--- src/pgt_pkg.sv ---
package pgt_pkg;

  // Byte addresses of the mask registers on the register port.
  localparam logic [7:0] PGT_ADDR_D_MASK_ONE = 8'hA6;
  localparam logic [7:0] PGT_ADDR_D_MASK_TWO = 8'hA7;
  localparam logic [7:0] PGT_ADDR_B_MASK_ONE = 8'hA8;

  // Reset values of the mask registers.
  localparam logic [7:0] PGT_RST_D_MASK_ONE = 8'h00;
  localparam logic [7:0] PGT_RST_D_MASK_TWO = 8'h00;
  localparam logic [7:0] PGT_RST_B_MASK_ONE = 8'hC0;

  // Field positions in the second mask register of output D.
  localparam int PGT_BIT_CONTROL_FIVE_EXCLUDE  = 7;
  localparam int PGT_BIT_CONTROL_FOUR_EXCLUDE  = 6;
  localparam int PGT_BIT_CONTROL_TWO_EXCLUDE   = 5;
  localparam int PGT_BIT_CONTROL_ONE_EXCLUDE   = 4;
  localparam int PGT_BIT_TERMINATION_EXCLUDE   = 3;
  localparam int PGT_BIT_SWITCH_B_TWO_EXCLUDE  = 2;
  localparam int PGT_BIT_SWITCH_B_ONE_EXCLUDE  = 1;
  localparam int PGT_BIT_LINEAR_A_THREE_EXCL   = 0;

  // Field positions in the first mask register of output B.
  localparam int PGT_BIT_LINEAR_A_TWO_EXCLUDE  = 7;
  localparam int PGT_BIT_SWITCH_A_ONE_EXCLUDE  = 6;
  localparam int PGT_BIT_STEP_DOWN_SIX_EXCLUDE = 5;
  localparam int PGT_BIT_STEP_DOWN_ONE_EXCLUDE = 0;

  // Field position in the first mask register of output D.
  localparam int PGT_BIT_D_STEP_DOWN_ONE_EXCL  = 0;

  // Number of step-down rails.
  localparam int PGT_STEP_DOWN_RAILS = 6;

  // Whole state of the block.
  typedef struct packed {
    logic [7:0] maskDTwo;
    logic [7:0] maskBOne;
    logic       maskDOneBit0;
    logic [7:0] rdData;
    logic       pgD;
    logic       pgB;
  } pgt_state_t;

endpackage : pgt_pkg

--- src/pgt_power_good_tree_masks.sv ---
// Notes on behaviour
// - Output D second mask at A7h, 8-bit read/write, resets to 00h.
// - D mask bit 7 set excludes control input five from output D.
// - D mask bit 6 set excludes control input four from output D.
// - D mask bits 5 and 4 exclude control inputs two and one.
// - D mask bit 3 set removes termination LDO good from output D.
// - D mask bit 2 set excludes load switch B2 status from output D.
// - D mask bit 1 set excludes load switch B1 good from output D.
// - D mask bit 0 set excludes linear regulator A3 good from output D.
// - Output B first mask at A8h, 8-bit read/write, resets to C0h.
// - B mask bit 7 excludes linear regulator A2; resets set, so ignored.
// - B mask bit 6 excludes load switch A1; resets set, so ignored.
// - B mask bits 5..0 exclude step-down rails 6..1; reset cleared.
// - D first mask bit 0 excludes step-down rail 1; resets cleared.
module pgt_power_good_tree_masks
  import pgt_pkg::*;
#(
  parameter int RAILS = PGT_STEP_DOWN_RAILS
)
(
  input  wire logic             clk,
  input  wire logic             resetn,
  input  wire logic [7:0]       regAddr,
  input  wire logic [7:0]       regWrData,
  input  wire logic             regWrEn,
  input  wire logic             regRdEn,
  output logic      [7:0]       regRdData,
  input  wire logic             controlInputOne,
  input  wire logic             controlInputTwo,
  input  wire logic             controlInputFour,
  input  wire logic             controlInputFive,
  input  wire logic             terminationLdoGood,
  input  wire logic             loadSwitchBOneGood,
  input  wire logic             loadSwitchBTwoStatus,
  input  wire logic             loadSwitchAOneGood,
  input  wire logic             linearRegATwoGood,
  input  wire logic             linearRegAThreeGood,
  input  wire logic [RAILS-1:0] stepDownGood,
  output logic                  powerGoodOutD,
  output logic                  powerGoodOutB
);

  pgt_state_t stateQ;
  pgt_state_t stateD;

  // Sources of each tree, packed in the same bit order as their masks.
  logic [8:0]       srcD;
  logic [8:0]       maskD;
  logic [8:0]       passD;
  logic [RAILS+1:0] srcB;
  logic [RAILS+1:0] maskB;
  logic [RAILS+1:0] passB;

  // Tree D: bit 8 is step-down rail 1, bits 7..0 follow the second mask.
  assign srcD = {stepDownGood[0], controlInputFive, controlInputFour,
                 controlInputTwo, controlInputOne, terminationLdoGood,
                 loadSwitchBTwoStatus, loadSwitchBOneGood,
                 linearRegAThreeGood};
  assign maskD = {stateQ.maskDOneBit0, stateQ.maskDTwo};
  assign srcB  = {linearRegATwoGood, loadSwitchAOneGood, stepDownGood};
  assign maskB = stateQ.maskBOne;
  // Only bit 0 of the first D mask is stored; its other bits read as zero.
  // Those bits steer rails that this block never sees, so they are dropped.

  // A set mask bit forces its source to pass, so it cannot pull the tree.
  genvar gi;
  generate
    for (gi = 0; gi < 9; gi++)
    begin : g_tree_d
      assign passD[gi] = srcD[gi] | maskD[gi];
    end
    for (gi = 0; gi < RAILS + 2; gi++)
    begin : g_tree_b
      assign passB[gi] = srcB[gi] | maskB[gi];
    end
  endgenerate

  // Next state: register writes, read capture and both trees.
  always_comb
  begin
    stateD = stateQ;
    if (regWrEn)
    begin
      unique case (regAddr)
        PGT_ADDR_D_MASK_TWO: stateD.maskDTwo = regWrData;
        PGT_ADDR_B_MASK_ONE: stateD.maskBOne = regWrData;
        PGT_ADDR_D_MASK_ONE:
          stateD.maskDOneBit0 = regWrData[PGT_BIT_D_STEP_DOWN_ONE_EXCL];
        default: ;
      endcase
    end
    // A read in the same cycle as a write returns the old contents.
    if (regRdEn)
    begin
      unique case (regAddr)
        PGT_ADDR_D_MASK_TWO: stateD.rdData = stateQ.maskDTwo;
        PGT_ADDR_B_MASK_ONE: stateD.rdData = stateQ.maskBOne;
        PGT_ADDR_D_MASK_ONE: stateD.rdData = {7'h00, stateQ.maskDOneBit0};
        default:             stateD.rdData = 8'h00;
      endcase
    end
    // Registering the trees costs one cycle but keeps outputs glitch free.
    stateD.pgD = &passD;
    stateD.pgB = &passB;
  end

  // State register with synchronous active-low reset.
  always_ff @(posedge clk)
  begin
    if (!resetn)
    begin
      stateQ.maskDTwo     <= PGT_RST_D_MASK_TWO;
      stateQ.maskBOne     <= PGT_RST_B_MASK_ONE;
      stateQ.maskDOneBit0 <= PGT_RST_D_MASK_ONE[PGT_BIT_D_STEP_DOWN_ONE_EXCL];
      stateQ.rdData       <= 8'h00;
      stateQ.pgD          <= 1'b0;
      stateQ.pgB          <= 1'b0;
    end
    else
    begin
      stateQ <= stateD;
    end
  end

  assign regRdData     = stateQ.rdData;
  assign powerGoodOutD = stateQ.pgD;
  assign powerGoodOutB = stateQ.pgB;

  // Checks on register behaviour. The reset checks look at the first edge
  // after release only, since the state is unknown before any reset edge.
  AST_D_TWO_RESET: assert property (
    @(posedge clk) !$past(resetn) && resetn |->
    stateQ.maskDTwo == PGT_RST_D_MASK_TWO)
    else $error("Output D second mask did not reset to zero.");

  AST_D_TWO_RW: assert property (
    @(posedge clk) disable iff (!resetn)
    regWrEn && regAddr == PGT_ADDR_D_MASK_TWO
    |=> stateQ.maskDTwo == $past(regWrData))
    else $error("Output D second mask did not take the written byte.");

  AST_D_TWO_RD: assert property (
    @(posedge clk) disable iff (!resetn)
    regRdEn && regAddr == PGT_ADDR_D_MASK_TWO
    |=> regRdData == $past(stateQ.maskDTwo))
    else $error("Output D second mask read back differs from store.");

  AST_D_TWO_HOLD: assert property (
    @(posedge clk) disable iff (!resetn)
    !(regWrEn && regAddr == PGT_ADDR_D_MASK_TWO)
    |=> $stable(stateQ.maskDTwo))
    else $error("Output D second mask changed without a write.");

  AST_B_ONE_RESET: assert property (
    @(posedge clk) !$past(resetn) && resetn |->
    stateQ.maskBOne == PGT_RST_B_MASK_ONE)
    else $error("Output B first mask did not reset to C0h.");

  AST_B_ONE_RW: assert property (
    @(posedge clk) disable iff (!resetn)
    regWrEn && regAddr == PGT_ADDR_B_MASK_ONE
    |=> stateQ.maskBOne == $past(regWrData))
    else $error("Output B first mask did not take the written byte.");

  AST_B_ONE_RD: assert property (
    @(posedge clk) disable iff (!resetn)
    regRdEn && regAddr == PGT_ADDR_B_MASK_ONE
    |=> regRdData == $past(stateQ.maskBOne))
    else $error("Output B first mask read back differs from store.");

  AST_B_ONE_HOLD: assert property (
    @(posedge clk) disable iff (!resetn)
    !(regWrEn && regAddr == PGT_ADDR_B_MASK_ONE)
    |=> $stable(stateQ.maskBOne))
    else $error("Output B first mask changed without a write.");

  AST_D_ONE_RESET: assert property (
    @(posedge clk) !$past(resetn) && resetn |-> !stateQ.maskDOneBit0)
    else $error("Output D first mask bit did not reset to zero.");

  AST_D_ONE_WR: assert property (
    @(posedge clk) disable iff (!resetn)
    regWrEn && regAddr == PGT_ADDR_D_MASK_ONE
    |=> stateQ.maskDOneBit0 == $past(regWrData[0]))
    else $error("Output D first mask bit did not take the write.");

  AST_D_ONE_RD: assert property (
    @(posedge clk) disable iff (!resetn)
    regRdEn && regAddr == PGT_ADDR_D_MASK_ONE
    |=> regRdData == {7'h00, $past(stateQ.maskDOneBit0)})
    else $error("Output D first mask read back differs from store.");

  AST_D_ONE_HOLD: assert property (
    @(posedge clk) disable iff (!resetn)
    !(regWrEn && regAddr == PGT_ADDR_D_MASK_ONE)
    |=> $stable(stateQ.maskDOneBit0))
    else $error("Output D first mask bit changed without a write.");

  // Bytes that no register claims read as zero, and read data stands.
  AST_RD_UNMAPPED: assert property (
    @(posedge clk) disable iff (!resetn)
    regRdEn && regAddr != PGT_ADDR_D_MASK_ONE &&
    regAddr != PGT_ADDR_D_MASK_TWO && regAddr != PGT_ADDR_B_MASK_ONE
    |=> regRdData == 8'h00)
    else $error("Unmapped address did not read as zero.");

  AST_RD_HOLD: assert property (
    @(posedge clk) disable iff (!resetn)
    !regRdEn |=> $stable(regRdData))
    else $error("Read data changed without a read.");

  AST_OUT_RESET: assert property (
    @(posedge clk) !$past(resetn) && resetn |->
    !powerGoodOutD && !powerGoodOutB && regRdData == 8'h00)
    else $error("Outputs not cleared by reset.");

  // Checks that an unmasked failing source pulls its tree low.
  AST_D_CTL_FIVE: assert property (
    @(posedge clk) disable iff (!resetn)
    !stateQ.maskDTwo[7] && !controlInputFive |=> !powerGoodOutD)
    else $error("Control input five not honoured in tree D.");

  AST_D_CTL_FOUR: assert property (
    @(posedge clk) disable iff (!resetn)
    !stateQ.maskDTwo[6] && !controlInputFour |=> !powerGoodOutD)
    else $error("Control input four not honoured in tree D.");

  AST_D_CTL_TWO_ONE: assert property (
    @(posedge clk) disable iff (!resetn)
    (!stateQ.maskDTwo[5] && !controlInputTwo) ||
    (!stateQ.maskDTwo[4] && !controlInputOne) |=> !powerGoodOutD)
    else $error("Control inputs two or one not honoured in tree D.");

  AST_D_TERM: assert property (
    @(posedge clk) disable iff (!resetn)
    !stateQ.maskDTwo[3] && !terminationLdoGood |=> !powerGoodOutD)
    else $error("Termination regulator not honoured in tree D.");

  AST_D_SW_B_TWO: assert property (
    @(posedge clk) disable iff (!resetn)
    !stateQ.maskDTwo[2] && !loadSwitchBTwoStatus |=> !powerGoodOutD)
    else $error("Load switch B2 not honoured in tree D.");

  AST_D_SW_B_ONE: assert property (
    @(posedge clk) disable iff (!resetn)
    !stateQ.maskDTwo[1] && !loadSwitchBOneGood |=> !powerGoodOutD)
    else $error("Load switch B1 not honoured in tree D.");

  AST_D_LIN_A_THREE: assert property (
    @(posedge clk) disable iff (!resetn)
    !stateQ.maskDTwo[0] && !linearRegAThreeGood |=> !powerGoodOutD)
    else $error("Linear regulator A3 not honoured in tree D.");

  AST_D_STEP_ONE: assert property (
    @(posedge clk) disable iff (!resetn)
    !stateQ.maskDOneBit0 && !stepDownGood[0] |=> !powerGoodOutD)
    else $error("Step-down rail 1 not honoured in tree D.");

  AST_B_LIN_A_TWO: assert property (
    @(posedge clk) disable iff (!resetn)
    !stateQ.maskBOne[7] && !linearRegATwoGood |=> !powerGoodOutB)
    else $error("Linear regulator A2 not honoured in tree B.");

  AST_B_SW_A_ONE: assert property (
    @(posedge clk) disable iff (!resetn)
    !stateQ.maskBOne[6] && !loadSwitchAOneGood |=> !powerGoodOutB)
    else $error("Load switch A1 not honoured in tree B.");

  AST_B_STEP_RAILS: assert property (
    @(posedge clk) disable iff (!resetn)
    |(~stateQ.maskBOne[RAILS-1:0] & ~stepDownGood) |=> !powerGoodOutB)
    else $error("A step-down rail not honoured in tree B.");

  // Checks that masked sources never hold a tree low.
  AST_D_ALL_PASS: assert property (
    @(posedge clk) disable iff (!resetn)
    &(srcD | maskD) |=> powerGoodOutD)
    else $error("Tree D low although every unmasked source is good.");

  AST_B_ALL_PASS: assert property (
    @(posedge clk) disable iff (!resetn)
    &(srcB | maskB) |=> powerGoodOutB)
    else $error("Tree B low although every unmasked source is good.");

  AST_B_DEFAULT_IGNORE: assert property (
    @(posedge clk) $past(resetn) == 1'b0 ##0 resetn
    ##0 (&stepDownGood) |=> powerGoodOutB)
    else $error("Tree B not good from rails alone after reset.");

  // A tree is low whenever some unmasked source is low, and only then.
  AST_D_ANY_FAIL: assert property (
    @(posedge clk) disable iff (!resetn)
    !(&(srcD | maskD)) |=> !powerGoodOutD)
    else $error("Tree D good although an unmasked source failed.");

  AST_B_ANY_FAIL: assert property (
    @(posedge clk) disable iff (!resetn)
    !(&(srcB | maskB)) |=> !powerGoodOutB)
    else $error("Tree B good although an unmasked source failed.");

  // With sources and masks steady the registered outputs must not move.
  AST_D_STEADY: assert property (
    @(posedge clk) disable iff (!resetn)
    $past(resetn) && $stable(srcD) && $stable(maskD)
    |=> $stable(powerGoodOutD))
    else $error("Tree D output moved with steady inputs.");

  AST_B_STEADY: assert property (
    @(posedge clk) disable iff (!resetn)
    $past(resetn) && $stable(srcB) && $stable(maskB)
    |=> $stable(powerGoodOutB))
    else $error("Tree B output moved with steady inputs.");

endmodule // pgt_power_good_tree_masks

--- config.mk ---
export PLATFORM = sky130hd
export DESIGN_NAME = pgt_power_good_tree_masks
export DESIGN_NICKNAME = d
export VERILOG_FILES = /design/src/pgt_pkg.sv /design/src/pgt_power_good_tree_masks.sv
export SDC_FILE = /design/constraint.sdc
export NUM_CORES = 1
export LEC_CHECK = 0
export ABC_AREA = 1
export BUFFER_PORTS_ARGS = -buffer_cell sky130_fd_sc_hd__buf_2
export CELL_PAD_IN_SITES_DETAIL_PLACEMENT = 0
export CELL_PAD_IN_SITES_GLOBAL_PLACEMENT = 1
export CORE_MARGIN = 2
export CORE_UTILIZATION = 34
export CTS_CLUSTER_DIAMETER = 120
export DETAILED_ROUTE_END_ITERATION = 10
export GPL_TIMING_DRIVEN = 0
export PLACE_DENSITY_LB_ADDON = 0.1
export RECOVER_POWER = 100
export SKIP_CTS_REPAIR_TIMING = 1
export SYNTH_ARGS = -nofsm -noshare
export SYNTH_HDL_FRONTEND = slang
export SYNTH_SLANG_ARGS = --single-unit
--- constraint.sdc ---
create_clock -name clk -period 1.13 [get_ports clk]
set_input_delay 0.226 -clock clk [delete_from_list [all_inputs] [get_ports clk]]
set_output_delay 0.226 -clock clk [all_outputs]
set_load 0.02 [all_outputs]
==> results.py <==
metrics = {
    "floorplan": {
        "io_pins": 46,
        "start_util": 0.353,
        "die-height_um": 65.4,
        "design.core.area_sq_um": 3630,
        "die-area_sq_um": 4280,
        "die_w_um": 65.4,
        "rows": 22,
    },
    "routing": {
        "vias": 1250,
        "detail-route-antenna-nets": 0,
        "drc": 0,
        "via_per_inst": 4.75,
        "drt-total-wl_um": 3230,
        "drt_pass1_iterations": 4,
        "routedWlPerCell_um": 12.3,
        "first_iter_violations": 51,
    },
    "synth": {
        "synth_top_area_cell": "dfxtp_1",
        "ys_warn_count": 0,
        "synth_nets": 203,
        "synth-seq-area-share": 0.421,
        "ys_types": 25,
        "syn_area_per_cell_sq_um": 7.68,
        "synth_cells": 167,
        "netlist_area_sq_um": 1280,
        "ys_ff_latch": 27,
        "yosys-top-cells-area": "dfxtp_1 42%, a21oi_1 7.4%, inv_1 7.3%",
        "yosysTopAreaCellShare": 0.421,
    },
    "timing": {
        "tightest_slew_ps": 561,
        "final_max_slew_viol_count": 0,
        "max-slew-margin-rel": 0.626,
        "setup_viol_count_final": 0,
        "fmax_mhz": 911,
        "fin_tns_setup_ps": 0,
        "timing.clock.skew_ps": 2.20,
        "final.min_clock_period_ps": 1100,
        "timing.final.crit_share": 0.971,
        "hold_viol_final": 0,
        "rsz0062_at_grt": "no",
    },
    "worst_setup_path": {
        "cp_slowest_cell": "o21ai_0",
        "worst-path-buf-inv": 2,
        "rr_endpoint": "regRdData[2]$_SDFFE_PN0P_",
        "critPathKind": "in -> reg",
        "regToRegSetupSlack_ps": 170,
        "cpLargestDelayFamily": "simple AND/OR/NAND/NOR gates",
        "worst_setup_path_start_kind": "primary input",
        "crit_fanout": 7,
        "end_kind": "register",
        "max_stage_delay_ps": 290,
        "worstPathArrival_ps": 1300,
        "crit_path_frequent_cell": "nand2_2",
        "required_ps": 1330,
        "worstPathCellList": "buf_2, inv_1, nand2_2, nor2_4, nand2_2, o21ai_0, nand2_1, a21oi_1",
        "worstRegToRegCells": 4,
        "r2r_start": "maskB[2]$_SDFFE_PN0P_",
    },
    "cts": {
        "numCtsBuffers": 3,
        "cts_sinks": 27,
        "clk_pin_slew_ps": 90,
        "cts_root_buf": "clkbuf_8",
        "cts_tree": "built",
        "clkLatencyLatePin_ps": 270,
        "h-tree-depth": 1,
        "cts_buffer_depth": 2,
    },
    "global_route": {
        "grt_overflow": 0,
        "first_global_vias": 1146,
        "grt_max_degree": 15,
        "grt_pass1_wl_um": 5380,
        "grt_use_total": 0.165,
        "antenna_found_initial": 0,
    },
    "placed_design": {
        "io_buffers": 44,
        "dp_hpwl_um": 2530,
        "gp_congestion": 0.784,
    },
    "power_and_ir_drop": {
        "p_leak_nw": 0.647,
        "powerDensity_nw_per_um2": 1050,
        "finalPower_mw": 1.67,
        "max-vdd-ir-drop_mv": 0.348,
    },
    "hold_path": {
        "hold_path_end": "maskB[7]$_SDFFE_PN1P_",
        "hold_path_startpoint": "regWrData[7]",
        "hold_class": "in -> reg",
        "min_path_cells": 3,
    },
    "finish": {
        "drive_gt1_frac": 0.293,
        "regArea_sq_um": 541,
        "areaGrowthSynthToFinish_pct": 24.3,
        "multi_input_area_sq_um": 594,
        "final_nets": 252,
        "nFillCells": 423,
        "diodes": 0,
    },
    "outcome": {
        "outcome": "complete, no violations",
    },
    "run": {
        "drv_cap": 0,
    },
}
-- cells in the mapped netlist --
cell and n:
dfxtp_1 27, inv_1 25, nand2_1 21, a21oi_1 19, o21ai_0 13, nand3_1 12, nor2_1 10, o21ai_1 8
a21oi_2 6, nand2_2 4, o22ai_1 4, buf_6 3, clkbuf_1 2, o21ai_2 2, buf_2 1, nand2_4 1
nand3_2 1, nand3_4 1, nor2_2 1, nor2_4 1, nor2_8 1, nor3_1 1, nor4_1 1, o2111ai_1 1
o221ai_1 1
-- area by class of cell --
type,instances,share of cell area
flip-flops and latches,27,0.339
multi-input cells,109,0.373
well taps,48,0.0377
inverters,25,0.0589
repair buffers,44,0.134
clock buffers,4,0.0283
plain buffers,6,0.0290
-- placed cells by master, fill, tap and decap left out --
cell / n
o221ai_1: 1
nand2_1: 22
clkbuf_1: 8
clkbuf_2: 5
nand3_1: 12
nor2_4: 1
nor4_1: 1
nor2_2: 1
nor2_8: 1
a21oi_1: 19
inv_1: 25
o21ai_2: 2
nand3_4: 1
o21ai_1: 5
buf_2: 35
dfxtp_1: 27
nor2_1: 10
buf_6: 3
clkbuf_8: 3
a21oi_2: 6
nand2_2: 4
nand3_2: 1
o22ai_1: 4
o21ai_0: 16
nor3_1: 1
o2111ai_1: 1
-- state kept, by name, indices dropped and copies added (netlist names) --
| register | flops |
|---|---|
| maskB | 8 |
| maskD | 9 |
| powerGoodOutB | 1 |
| powerGoodOutD | 1 |
| regRdData | 8 |
-- kinds of logic (layout without fill, tap and decap cells) --
family / after synthesis / after routing / share of synthesized area
AO/OA/AOI/OAI: 54 / 54 / 0.244
AND/OR/NAND/NOR: 55 / 55 / 0.225
buffers and inverters: 31 / 79 / 0.109
flip-flops: 27 / 27 / 0.421
-- report_power, final --
part / switching [mW] / internal [mW] / leakage (nW) / total (mW)
clock network: 0.304 / 0.253 / 0.0228 / 0.557
registers: 0.00101 / 0.952 / 0.217 / 0.953
logic: 0.0938 / 0.0701 / 0.407 / 0.164
-- through the flow --
step / hold slack [ps] / cells / setup WS [ps] / instance area [sq um] / utilization
2_1_floorplan: 351 / 167 / 88.2 / 1280 / -
3_3_place_gp: 450 / 259 / -129 / 1560 / 0.430
3_5_place_dp: 455 / 259 / -160 / 1560 / 0.430
4_1_cts: 185 / 263 / 123 / 1610 / 0.442
5_1_grt: 200 / 263 / 21.0 / 1590 / 0.439
6_report: 187 / 263 / 32.3 / 1590 / 0.439
-- metal layers --
layer / up-vias / track usage / routed length (um)
li1: 649 / - / -
met1: 572 / 0.221 / 1550
met2: 27 / 0.274 / 1520
met3: 2 / 0.0257 / 142
met4: 0 / 0.0469 / 18
met5: - / 0 / 0
-- worst max path at each step --
stage | slack, ps | from | to | cells after the start
6_report | 30 | regAddr[6] | regRdData[2]$_SDFFE_PN0P_ | 8
5_1_grt | 20 | regAddr[3] | maskD[0]$_SDFFE_PN0P_ | 8
4_1_cts | 120 | regRdData[7]$_SDFFE_PN0P_ | regRdData[7] | 1
3_5_place_dp | -160 | regAddr[6] | maskB[5]$_SDFFE_PN0P_ | 8
3_3_place_gp | -130 | regAddr[6] | maskB[5]$_SDFFE_PN0P_ | 8
2_1_floorplan | 90 | regAddr[6] | maskB[3]$_SDFFE_PN0P_ | 7
-- tightest hold or removal path, stage by stage --
cell	delay, ps
buf_2	90
a21oi_1	60
o21ai_0	60
Note: power is estimated with default switching activity, not from simulation.
